### config.mk
export PLATFORM = sky130hd
export DESIGN_NAME = hdlc_receiver_config_init
export DESIGN_NICKNAME = d
export VERILOG_FILES = /design/src/rtl/rxcfg_pkg.sv /design/src/rtl/rxcfg_if.sv /design/src/rtl/byte_aligner.sv /design/src/rtl/crc_trimmer.sv /design/src/rtl/hdlc_receiver_config_init.sv
export VERILOG_INCLUDE_DIRS = /design/src /design/src/rtl
export SDC_FILE = /design/constraint.sdc
export NUM_CORES = 1
export LEC_CHECK = 0
export BUFFER_PORTS_ARGS = -buffer_cell sky130_fd_sc_hd__buf_2
export CAP_MARGIN = 0
export CORE_UTILIZATION = 53
export CTS_BUF_LIST = sky130_fd_sc_hd__clkbuf_4
export DETAILED_ROUTE_END_ITERATION = 16
export PLACE_DENSITY = 0.87
export SLEW_MARGIN = 20
export SYNTH_ARGS = -nofsm -noshare
export SYNTH_HDL_FRONTEND = slang
export SYNTH_SLANG_ARGS = --single-unit
export TNS_END_PERCENT = 1
### constraint.sdc
create_clock -name clk -period 1.95 [get_ports clk]
set_clock_uncertainty 0.2 [all_clocks]
set_input_delay 0.39 -clock clk [delete_from_list [all_inputs] [get_ports clk]]
set_output_delay 0.39 -clock clk [all_outputs]
set_load 0.02 [all_outputs]
### src/rtl/rxcfg_defs.svh
`ifndef RXCFG_DEFS_SVH
`define RXCFG_DEFS_SVH

`define RXC_ADDR_CFG     8'h19
`define RXC_ADDR_PAT     8'h22
`define RXC_CFG_RESET    8'h02
`define RXC_PAT_RESET    8'h7E
`define RXC_BIT_INIT     0
`define RXC_BIT_DROP     1
`define RXC_BIT_BAE      2
`define RXC_BIT_MODE     3
`define RXC_INIT_CYCLES  16
`define RXC_CRC_BYTES    2

`endif

### src/rtl/rxcfg_pkg.sv
package rxcfg_pkg;

    typedef enum logic {
        RX_MODE_HDLC   = 1'b0,
        RX_MODE_TRANSP = 1'b1
    } rx_mode_e;

    typedef enum logic [1:0] {
        INIT_IDLE = 2'b01,
        INIT_RUN  = 2'b10
    } init_state_e;

endpackage

### src/rtl/rxcfg_if.sv
`timescale 1ns/1ps

interface rxcfg_if;
    rxcfg_pkg::rx_mode_e mode;
    logic                bae;
    logic                drop;
    logic [7:0]          pattern;
    logic                clear;
    logic                ce;

    modport ctrl (
        output mode,
        output bae,
        output drop,
        output pattern,
        output clear,
        output ce
    );

    modport user (
        input  mode,
        input  bae,
        input  drop,
        input  pattern,
        input  clear,
        input  ce
    );
endinterface

### src/rtl/byte_aligner.sv
`timescale 1ns/1ps

module byte_aligner (
    input  wire logic       clk,
    input  wire logic       resetn,
    rxcfg_if.user           cfg,
    input  wire logic       bit_in,
    input  wire logic       bit_valid,
    output logic [7:0]      byte_out,
    output logic            byte_valid
);

    logic [7:0] sh_r;
    logic [7:0] sh_nxt;
    logic [2:0] cnt_r;
    logic [2:0] cnt_nxt;
    logic       lock_r;
    logic       lock_nxt;
    logic       locked;
    logic       take;

    // Without alignment the byte grid starts at init release
    assign locked = lock_r || !cfg.bae;
    assign take   = !cfg.clear && bit_valid
                    && cfg.mode == rxcfg_pkg::RX_MODE_TRANSP;

    always_comb begin
        sh_nxt     = sh_r;
        cnt_nxt    = cnt_r;
        lock_nxt   = lock_r;
        byte_out   = 8'h00;
        byte_valid = 1'b0;
        if (cfg.clear) begin
            sh_nxt   = 8'h00;
            cnt_nxt  = 3'h0;
            lock_nxt = 1'b0;
        end else if (take) begin
            sh_nxt = {bit_in, sh_r[7:1]};
            if (!locked) begin
                if (sh_nxt == cfg.pattern) begin // [RQ2] [RQ3]
                    lock_nxt = 1'b1;
                    cnt_nxt  = 3'h0;
                end
            end else begin
                cnt_nxt = cnt_r + 3'h1;
                if (cnt_r == 3'h7) begin
                    byte_out   = sh_nxt;
                    byte_valid = 1'b1;
                end
            end
        end
    end

    always_ff @(posedge clk or negedge resetn) begin
        if (!resetn) begin
            sh_r   <= 8'h00;
            cnt_r  <= 3'h0;
            lock_r <= 1'b0;
        end else if (cfg.ce) begin
            sh_r   <= sh_nxt;
            cnt_r  <= cnt_nxt;
            lock_r <= lock_nxt;
        end
    end
endmodule

### src/rtl/crc_trimmer.sv
`timescale 1ns/1ps
`include "rxcfg_defs.svh"

module crc_trimmer (
    input  wire logic       clk,
    input  wire logic       resetn,
    rxcfg_if.user           cfg,
    input  wire logic [7:0] byte_in,
    input  wire logic       byte_in_valid,
    input  wire logic       frame_end,
    output logic [7:0]      byte_out,
    output logic            byte_valid
);

    localparam logic [1:0] HOLD = 2'(`RXC_CRC_BYTES);

    logic [7:0] new_r;
    logic [7:0] new_nxt;
    logic [7:0] old_r;
    logic [7:0] old_nxt;
    logic [1:0] cnt_r;
    logic [1:0] cnt_nxt;
    logic       hdlc;

    assign hdlc = !cfg.clear && cfg.mode == rxcfg_pkg::RX_MODE_HDLC;

    // With drop set, the last two bytes are always held back
    always_comb begin
        new_nxt    = new_r;
        old_nxt    = old_r;
        cnt_nxt    = cnt_r;
        byte_out   = 8'h00;
        byte_valid = 1'b0;
        if (cfg.clear) begin
            cnt_nxt = 2'h0;
        end else if (hdlc && frame_end) begin
            cnt_nxt = 2'h0; // [RQ4]
        end else if (hdlc && byte_in_valid) begin
            if (!cfg.drop) begin
                byte_out   = byte_in; // [RQ4]
                byte_valid = 1'b1;
            end else begin
                if (cnt_r == HOLD) begin
                    byte_out   = old_r;
                    byte_valid = 1'b1;
                end else begin
                    cnt_nxt = cnt_r + 2'h1;
                end
                old_nxt = new_r;
                new_nxt = byte_in;
            end
        end
    end

    always_ff @(posedge clk or negedge resetn) begin
        if (!resetn) begin
            new_r <= 8'h00;
            old_r <= 8'h00;
            cnt_r <= 2'h0;
        end else if (cfg.ce) begin
            new_r <= new_nxt;
            old_r <= old_nxt;
            cnt_r <= cnt_nxt;
        end
    end
endmodule

### src/rtl/hdlc_receiver_config_init.sv
`timescale 1ns/1ps
`include "rxcfg_defs.svh"

// Overview of operation
// [RQ1] Mode bit picks HDLC or transparent
// [RQ2] Alignment only with enable set, transparent
// [RQ3] Alignment pattern comes from register 22h
// [RQ4] Drop bit discards both frame check bytes
// [RQ5] Writing one starts init; zero does nothing
// [RQ6] Receiver initializes itself after power-up
// [RQ7] Init bit reads one until done
// [RQ8] Firmware reinitializes after any setting change
// [RQ9] Firmware initializes and polls before programming
// [RQ10] Drop setting frozen between initializations
// [RQ11] Firmware writes zero to upper bits
module hdlc_receiver_config_init #(
    parameter int INIT_CYCLES = `RXC_INIT_CYCLES
) (
    input  wire logic       clk,
    input  wire logic       resetn,
    input  wire logic       ce,
    input  wire logic [7:0] reg_addr,
    input  wire logic [7:0] reg_wdata,
    input  wire logic       reg_wr,
    input  wire logic       reg_rd,
    output logic [7:0]      reg_rdata,
    input  wire logic       rx_bit,
    input  wire logic       rx_bit_valid,
    input  wire logic [7:0] rx_byte,
    input  wire logic       rx_byte_valid,
    input  wire logic       rx_frame_end,
    output logic [7:0]      fifo_wdata,
    output logic            fifo_wr,
    output logic            rx_init_busy
);

    localparam int         CW       = (INIT_CYCLES > 1) ?
                                      $clog2(INIT_CYCLES) : 1;
    localparam logic [CW-1:0] CNT_LAST = CW'(INIT_CYCLES - 1);
    localparam logic [7:0] CFG_RST  = `RXC_CFG_RESET;
    localparam logic [7:0] PAT_RST  = `RXC_PAT_RESET;

    // Software-visible settings
    rxcfg_pkg::rx_mode_e      mode_r;
    rxcfg_pkg::rx_mode_e      mode_nxt;
    logic                     bae_r;
    logic                     bae_nxt;
    logic                     drop_r;
    logic                     drop_nxt;
    logic [7:0]               pat_r;
    logic [7:0]               pat_nxt;

    // Init sequencer
    rxcfg_pkg::init_state_e   state_r;
    rxcfg_pkg::init_state_e   state_nxt;
    logic [CW-1:0]            cnt_r;
    logic [CW-1:0]            cnt_nxt;
    logic                     busy;
    logic                     cfg_wr;
    logic                     pat_wr;
    logic                     start;

    // Settings in force for the receiver
    rxcfg_pkg::rx_mode_e      act_mode_r;
    rxcfg_pkg::rx_mode_e      act_mode_nxt;
    logic                     act_bae_r;
    logic                     act_bae_nxt;
    logic                     act_drop_r;
    logic                     act_drop_nxt;
    logic [7:0]               act_pat_r;
    logic [7:0]               act_pat_nxt;

    logic [7:0]               rdata_r;
    logic [7:0]               rdata_nxt;
    logic [7:0]               cfg_view;
    logic [7:0]               fdata_r;
    logic [7:0]               fdata_nxt;
    logic                     fwr_r;
    logic                     fwr_nxt;

    logic [7:0]               al_byte;
    logic                     al_valid;
    logic [7:0]               tr_byte;
    logic                     tr_valid;

    rxcfg_if cfg_bus ();

    assign cfg_wr = ce && reg_wr && reg_addr == `RXC_ADDR_CFG;
    assign pat_wr = ce && reg_wr && reg_addr == `RXC_ADDR_PAT;
    assign start  = cfg_wr && reg_wdata[`RXC_BIT_INIT]; // [RQ5]
    assign busy   = state_r == rxcfg_pkg::INIT_RUN;

    // Upper bits are not stored, so they always read zero
    always_comb begin
        mode_nxt = mode_r;
        bae_nxt  = bae_r;
        drop_nxt = drop_r;
        pat_nxt  = pat_r;
        if (cfg_wr) begin
            mode_nxt = rxcfg_pkg::rx_mode_e'(reg_wdata[`RXC_BIT_MODE]);
            bae_nxt  = reg_wdata[`RXC_BIT_BAE];
            drop_nxt = reg_wdata[`RXC_BIT_DROP];
        end
        if (pat_wr) begin
            pat_nxt = reg_wdata; // [RQ3]
        end
    end

    always_ff @(posedge clk or negedge resetn) begin
        if (!resetn) begin
            mode_r <= rxcfg_pkg::rx_mode_e'(CFG_RST[`RXC_BIT_MODE]);
            bae_r  <= CFG_RST[`RXC_BIT_BAE];
            drop_r <= CFG_RST[`RXC_BIT_DROP];
            pat_r  <= PAT_RST;
        end else begin
            mode_r <= mode_nxt;
            bae_r  <= bae_nxt;
            drop_r <= drop_nxt;
            pat_r  <= pat_nxt;
        end
    end

    // A new start while running restarts the count
    always_comb begin
        state_nxt = state_r;
        cnt_nxt   = cnt_r;
        case (state_r)
            rxcfg_pkg::INIT_IDLE: begin
                if (start) begin
                    state_nxt = rxcfg_pkg::INIT_RUN; // [RQ5]
                    cnt_nxt   = '0;
                end
            end
            rxcfg_pkg::INIT_RUN: begin
                if (start) begin
                    cnt_nxt = '0;
                end else if (cnt_r == CNT_LAST) begin
                    state_nxt = rxcfg_pkg::INIT_IDLE; // [RQ7]
                end else begin
                    cnt_nxt = cnt_r + 1'b1;
                end
            end
            default: begin
                state_nxt = rxcfg_pkg::INIT_RUN;
                cnt_nxt   = '0;
            end
        endcase
    end

    // Reset lands in the running state: power-up init needs no write
    always_ff @(posedge clk or negedge resetn) begin
        if (!resetn) begin
            state_r <= rxcfg_pkg::INIT_RUN; // [RQ6]
            cnt_r   <= '0;
        end else if (ce) begin
            state_r <= state_nxt;
            cnt_r   <= cnt_nxt;
        end
    end

    // Settings follow the registers only during init
    always_comb begin
        act_mode_nxt = act_mode_r;
        act_bae_nxt  = act_bae_r;
        act_drop_nxt = act_drop_r;
        act_pat_nxt  = act_pat_r;
        if (busy) begin
            act_mode_nxt = mode_r; // [RQ1]
            act_bae_nxt  = bae_r; // [RQ2]
            act_drop_nxt = drop_r; // [RQ10]
            act_pat_nxt  = pat_r; // [RQ3]
        end
    end

    always_ff @(posedge clk or negedge resetn) begin
        if (!resetn) begin
            act_mode_r <= rxcfg_pkg::rx_mode_e'(CFG_RST[`RXC_BIT_MODE]);
            act_bae_r  <= CFG_RST[`RXC_BIT_BAE];
            act_drop_r <= CFG_RST[`RXC_BIT_DROP];
            act_pat_r  <= PAT_RST;
        end else if (ce) begin
            act_mode_r <= act_mode_nxt;
            act_bae_r  <= act_bae_nxt;
            act_drop_r <= act_drop_nxt;
            act_pat_r  <= act_pat_nxt;
        end
    end

    always_comb begin
        cfg_view                = 8'h00;
        cfg_view[`RXC_BIT_MODE] = mode_r;
        cfg_view[`RXC_BIT_BAE]  = bae_r;
        cfg_view[`RXC_BIT_DROP] = drop_r;
        cfg_view[`RXC_BIT_INIT] = busy; // [RQ7]
    end

    // Read data live for one cycle only
    always_comb begin
        rdata_nxt = 8'h00;
        if (ce && reg_rd) begin
            case (reg_addr)
                `RXC_ADDR_CFG: rdata_nxt = cfg_view;
                `RXC_ADDR_PAT: rdata_nxt = pat_r;
                default:       rdata_nxt = 8'h00;
            endcase
        end
    end

    always_ff @(posedge clk or negedge resetn) begin
        if (!resetn) begin
            rdata_r <= 8'h00;
        end else if (ce) begin
            rdata_r <= rdata_nxt;
        end
    end

    assign cfg_bus.mode    = act_mode_r;
    assign cfg_bus.bae     = act_bae_r;
    assign cfg_bus.drop    = act_drop_r;
    assign cfg_bus.pattern = act_pat_r;
    assign cfg_bus.clear   = busy;
    assign cfg_bus.ce      = ce;

    byte_aligner u_align (
        .clk        (clk),
        .resetn     (resetn),
        .cfg        (cfg_bus.user),
        .bit_in     (rx_bit),
        .bit_valid  (rx_bit_valid),
        .byte_out   (al_byte),
        .byte_valid (al_valid)
    );

    crc_trimmer u_trim (
        .clk           (clk),
        .resetn        (resetn),
        .cfg           (cfg_bus.user),
        .byte_in       (rx_byte),
        .byte_in_valid (rx_byte_valid),
        .frame_end     (rx_frame_end),
        .byte_out      (tr_byte),
        .byte_valid    (tr_valid)
    );

    // Only the path for the latched mode reaches the FIFO
    always_comb begin
        fdata_nxt = fdata_r;
        fwr_nxt   = 1'b0;
        if (!busy) begin
            if (act_mode_r == rxcfg_pkg::RX_MODE_TRANSP) begin
                fwr_nxt = al_valid; // [RQ1]
                if (al_valid) begin
                    fdata_nxt = al_byte;
                end
            end else begin
                fwr_nxt = tr_valid; // [RQ1]
                if (tr_valid) begin
                    fdata_nxt = tr_byte;
                end
            end
        end
    end

    always_ff @(posedge clk or negedge resetn) begin
        if (!resetn) begin
            fdata_r <= 8'h00;
            fwr_r   <= 1'b0;
        end else if (ce) begin
            fdata_r <= fdata_nxt;
            fwr_r   <= fwr_nxt;
        end
    end

    assign reg_rdata    = rdata_r;
    assign fifo_wdata   = fdata_r;
    assign fifo_wr      = fwr_r;
    assign rx_init_busy = busy;
endmodule

==> key figures <==
Die
  – Total Die Area: 6903 µm²
  – Initial Utilization: 0.5488
  – Vert. Die Dim: slightly above 80 µm
  – Number of cell rows: 29
  – # IOs: 51
  – Width of the die: 83.09 µm
  – Standard cell core area: 6350 µm²

Drt
  – Post-detailed-route wirelength per cell: between 15 and 20 µm
  – Pre-Repair DR Iteration Count: 4
  – Violation count after the first detailed-routing iteration: 202
  – Remaining design rule violation count: 0
  – Routed via count: approximately 2,600
  – Number of vias per cell: 5.799
  – Number of nets with antenna violations after detailed routing: 0
  – Wire length after detailed routing: 7576 µm

Yosys
  – Top post-synthesis cells by area: sky130_fd_sc_hd__dfrtp_1 42%, sky130_fd_sc_hd__mux2_2 15%, sky130_fd_sc_hd__dfstp_2 11%, sky130_fd_sc_hd__nand2_1 2.7%, sky130_fd_sc_hd__nor2b_1 2.7%
  – Cell area after synthesis: 3485 µm²
  – Main combinational cell family by area after synthesis: multiplexers
  – Commonest register cell after synthesis: sky130_fd_sc_hd__dfrtp_1
  – Unique cell type count in the Yosys netlist: 46
  – Fraction of the mapped netlist area in simple logic gates: 0.1386
  – Share of Yosys cell area claimed by the top area cell type: 0.4237
  – Number of flip-flops and latches in the synthesized netlist: 74
  – Multiplexer area fraction after synthesis: 0.1515
  – Fraction of registers with async set or reset after synthesis: 1.000
  – Post-Synthesis Mean Instance Area: 12.23 µm²
  – Number of enable-type register cells in the synthesized netlist: 0
  – Cell taking the most area after synthesis: sky130_fd_sc_hd__dfrtp_1
  – Sequential cell area fraction in the yosys report: 0.5368
  – Post-Syn Nets: 322
  – Area share of xor/xnor cells in the synthesized design: 0.02011
  – Arithmetic-cell share of the synthesized area counting full adders, half adders and majority gates: 0.01436
  – Gate Count Post-Synth: approximately 290
  – Count of yosys warnings during synthesis: 0
  – Area fraction in compound gates after synthesis: 0.1124

Cells and area
  – Final-stage net count: between 400 and 500
  – Fraction of layout instances using a drive strength above 1: 0.4282
  – Number of antenna cells inserted: 0
  – Number of cells in the finished layout apart from fillers: 453
  – Most common cell after layout, fill and taps aside: sky130_fd_sc_hd__dfrtp_1
  – Leading cell types in the layout, fill and taps excluded: 59 x sky130_fd_sc_hd__dfrtp_1, 49 x sky130_fd_sc_hd__buf_2, 46 x sky130_fd_sc_hd__mux2_2, 25 x sky130_fd_sc_hd__nand2_1, 21 x sky130_fd_sc_hd__buf_4
  – Area growth from synthesis to layout: 22.44%

Clock network
  – TritonCTS clock tree: done
  – Max H-tree Level: 3
  – Clock-pin slew of the registers on the worst-case setup and hold paths: 0.11 ns
  – Maximum buffer depth of the clock tree: 2
  – Root buffer selected by CTS: sky130_fd_sc_hd__clkbuf_4
  – Clock insertion delay at the later pin of the skew report: 0.43 ns
  – Clk sink count: 74
  – TritonCTS buffer count: 9

Critical path
  – Crit-path most repeated cell: sky130_fd_sc_hd__ha_1
  – Maximum cell stage delay along the critical path: 0.40 ns
  – Critical path's slowest cell: sky130_fd_sc_hd__dfrtp_1
  – Startpoint Class: flip-flop
  – Dominant delay contributor by cell family on the critical path: flip-flops
  – Crit end category: flip-flop
  – Cell-by-cell listing of the critical path: ha_1, ha_1, nand3_2, nor3_4, o21a_1, buf_12, mux2_2
  – CP Buf/Inv Count: 1
  – Worst EP arrival: 2.08 ns
  – Required time at the worst-slack endpoint: 2.06 ns
  – Classification of the worst setup path: reg -> reg
  – Critical Path Fanout Max: 8

GRT
  – Maximum number of pins on one net before global-route repair: 75
  – Number of global-route vias before repair: 2,679
  – Number of antenna violations at the first check in global routing: 0
  – Total routing resource utilization after global routing: 0.2414
  – First-pass GRT wire length: ~13,000 µm
  – Congestion Overflow GR: 0

STA
  – Sum Neg Setup Slack: -0.05223 ns
  – Shortest clock period the worst path allows after layout: 1.966 ns
  – Final WS setup: -0.01621 ns
  – Pin slew with the least headroom to its limit: 0.5227 ns
  – Tcrit/Tclk final: 1.008
  – RSZ-0062 raised after global routing: yes
  – Final count of negative-setup-slack endpoints: 6
  – F_max: slightly above 0.5 GHz
  – Worst Hold Margin: 0.02227 ns
  – Slew margin rel.: 0.6511
  – Number of pins with negative max-slew slack in the final report: 0
  – Final number of hold-violating endpoints: 0

Power and ir drop
  – IR Drop Worst-Case VDD: 0.0004278 V
  – Fraction of power spent switching nets: 0.2368
  – Combinational cell fraction of total power: 0.086
  – Internal power contribution: 2.184 mW
  – Clock group share of total power: 0.360
  – PD cells: 670.8 nW/µm²
  – NetSw: 677.8 µW
  – Seq pwr share: 0.554
  – Standby leakage power: 2.016 nW

Outcome
  – Violations in the final reports: negative setup slack
  – Status: finished with violations

Place
  – Final Wtd Congestion: 0.7471
  – Buffers on Ports: 50
  – Sum of net half-perimeters after detailed placement: 5145 µm
  – Cell total after placement: around 420

Run
  – Max-cap violation count: 0

Min path
  – Classification of the worst-slack hold path: in -> reg
==> final timing paths <==
path	startpoint	end	slack (ns)	depth (start not counted)
setup / recovery	u_align.cnt_r[1]	fifo_wdata[5]	-0.02	7
hold / removal	rx_byte[0]	u_trim.new_r[0]	0.02	2
setup reg to reg	u_align.cnt_r[1]	fifo_wdata[5]	-0.02	7
hold reg to reg	fifo_wr	fifo_wr	0.29	1
max in group asynchronous	resetn	pat_r[1]	0.90	3
min in group asynchronous	resetn	u_trim.old_r[0]	0.30	3
==> Yosys cell counts (all sizes together) (2+ instances only) <==
library cell / count
dfrtp: 59
mux2: 46
nand2: 25
o21ai: 16
dfstp: 15
nor2b: 15
a21oi: 10
o2bb2ai: 10
nor2: 9
xnor2: 8
buf: 6
clkbuf: 5
inv: 5
nand3: 5
nor3: 5
a221o: 4
a22o: 4
ha: 4
nand4: 4
and2: 3
nand2b: 3
nor4b: 3
a22oi: 2
a32o: 2
nand4b: 2
nor4: 2
o31ai: 2
==> cell families (layout without fill, tap and decap cells) <==
group,after synthesis,after routing
DFF,74,74
AOI/OAI and AO/OA,56,56
xor gates and xnor gates,8,8
muxes,47,47
adders and majority gates,4,4
buffers and inverters,16,107
and+or+nand+nor,80,80
==> worst register-to-register path, stage by stage (launching register included) <==
cell	delay (ns)
sky130_fd_sc_hd__dfrtp_1	0.40
sky130_fd_sc_hd__ha_1	0.16
sky130_fd_sc_hd__ha_1	0.16
sky130_fd_sc_hd__nand3_2	0.10
sky130_fd_sc_hd__nor3_4	0.14
sky130_fd_sc_hd__o21a_1	0.22
sky130_fd_sc_hd__buf_12	0.14
sky130_fd_sc_hd__mux2_2	0.33
==> sequential cells by signal, summed over array words and instances, names as in the netlist, 3 cells and up <==
name / cells
fifo_wdata: 8
u_align.sh_r: 7
pat_r: 8
u_align.cnt_r: 3
u_trim.old_r: 8
u_trim.new_r: 8
act_pat_r: 8
reg_rdata: 8
cnt_r: 4
==> stage by stage <==
step	setup WS (ns)	cell area, µm²	utilization	total power [mW]
after detailed placement	-0.2013	3940	0.6205	1.836
after floorplan	-0.04922	3491	-	1.713
final	-0.01621	4267	0.6719	2.862
after global routing	-0.08057	4267	0.6719	2.973
after global placement	-0.1705	3940	0.6205	1.827
after CTS	0.002683	4249	0.6692	2.883
==> per-layer routing <==
layer  GRT usage  up-vias  wire length (µm)
met4      0.1129        0               185
met5           0        -                 0
li1            -     1220                 -
met2      0.3920       74              3911
met1      0.3084     1315              3129
met3     0.05467       18               349
==> power groups by stage <==
| stage | clock network, mW | registers, mW | logic [mW] |
|---|---|---|---|
| 3_5_place_dp | 0 | 1.62 | 0.220 |
| 2_1_floorplan | 0 | 1.63 | 0.0794 |
| 5_1_grt | 1.11 | 1.59 | 0.270 |
| 4_1_cts | 1.05 | 1.59 | 0.244 |
| 3_3_place_gp | 0 | 1.61 | 0.212 |
| 6_report | 1.03 | 1.59 | 0.245 |
==> area by class of cell <==
cell class                      instances  area [µm²]
Inverter                                5       18.77
Clock inverter                          7       83.83
Timing Repair Buffer                   86       585.6
Fill cell                             457        2083
Tap cell                               77       96.34
Clock buffer                            9       67.56
Multi-Input combinational cell        195        1544
Sequential cell                        74        1871
==> timing repair <==
action,in CTS,in global routing
setup endpoints to repair,26,26
hold buffers,12,0
pin swaps,2,1
hold endpoints to repair,71,0
setup buffers,2,2
resized for setup,6,1
No activity file was read; power rests on OpenSTA's default activity.
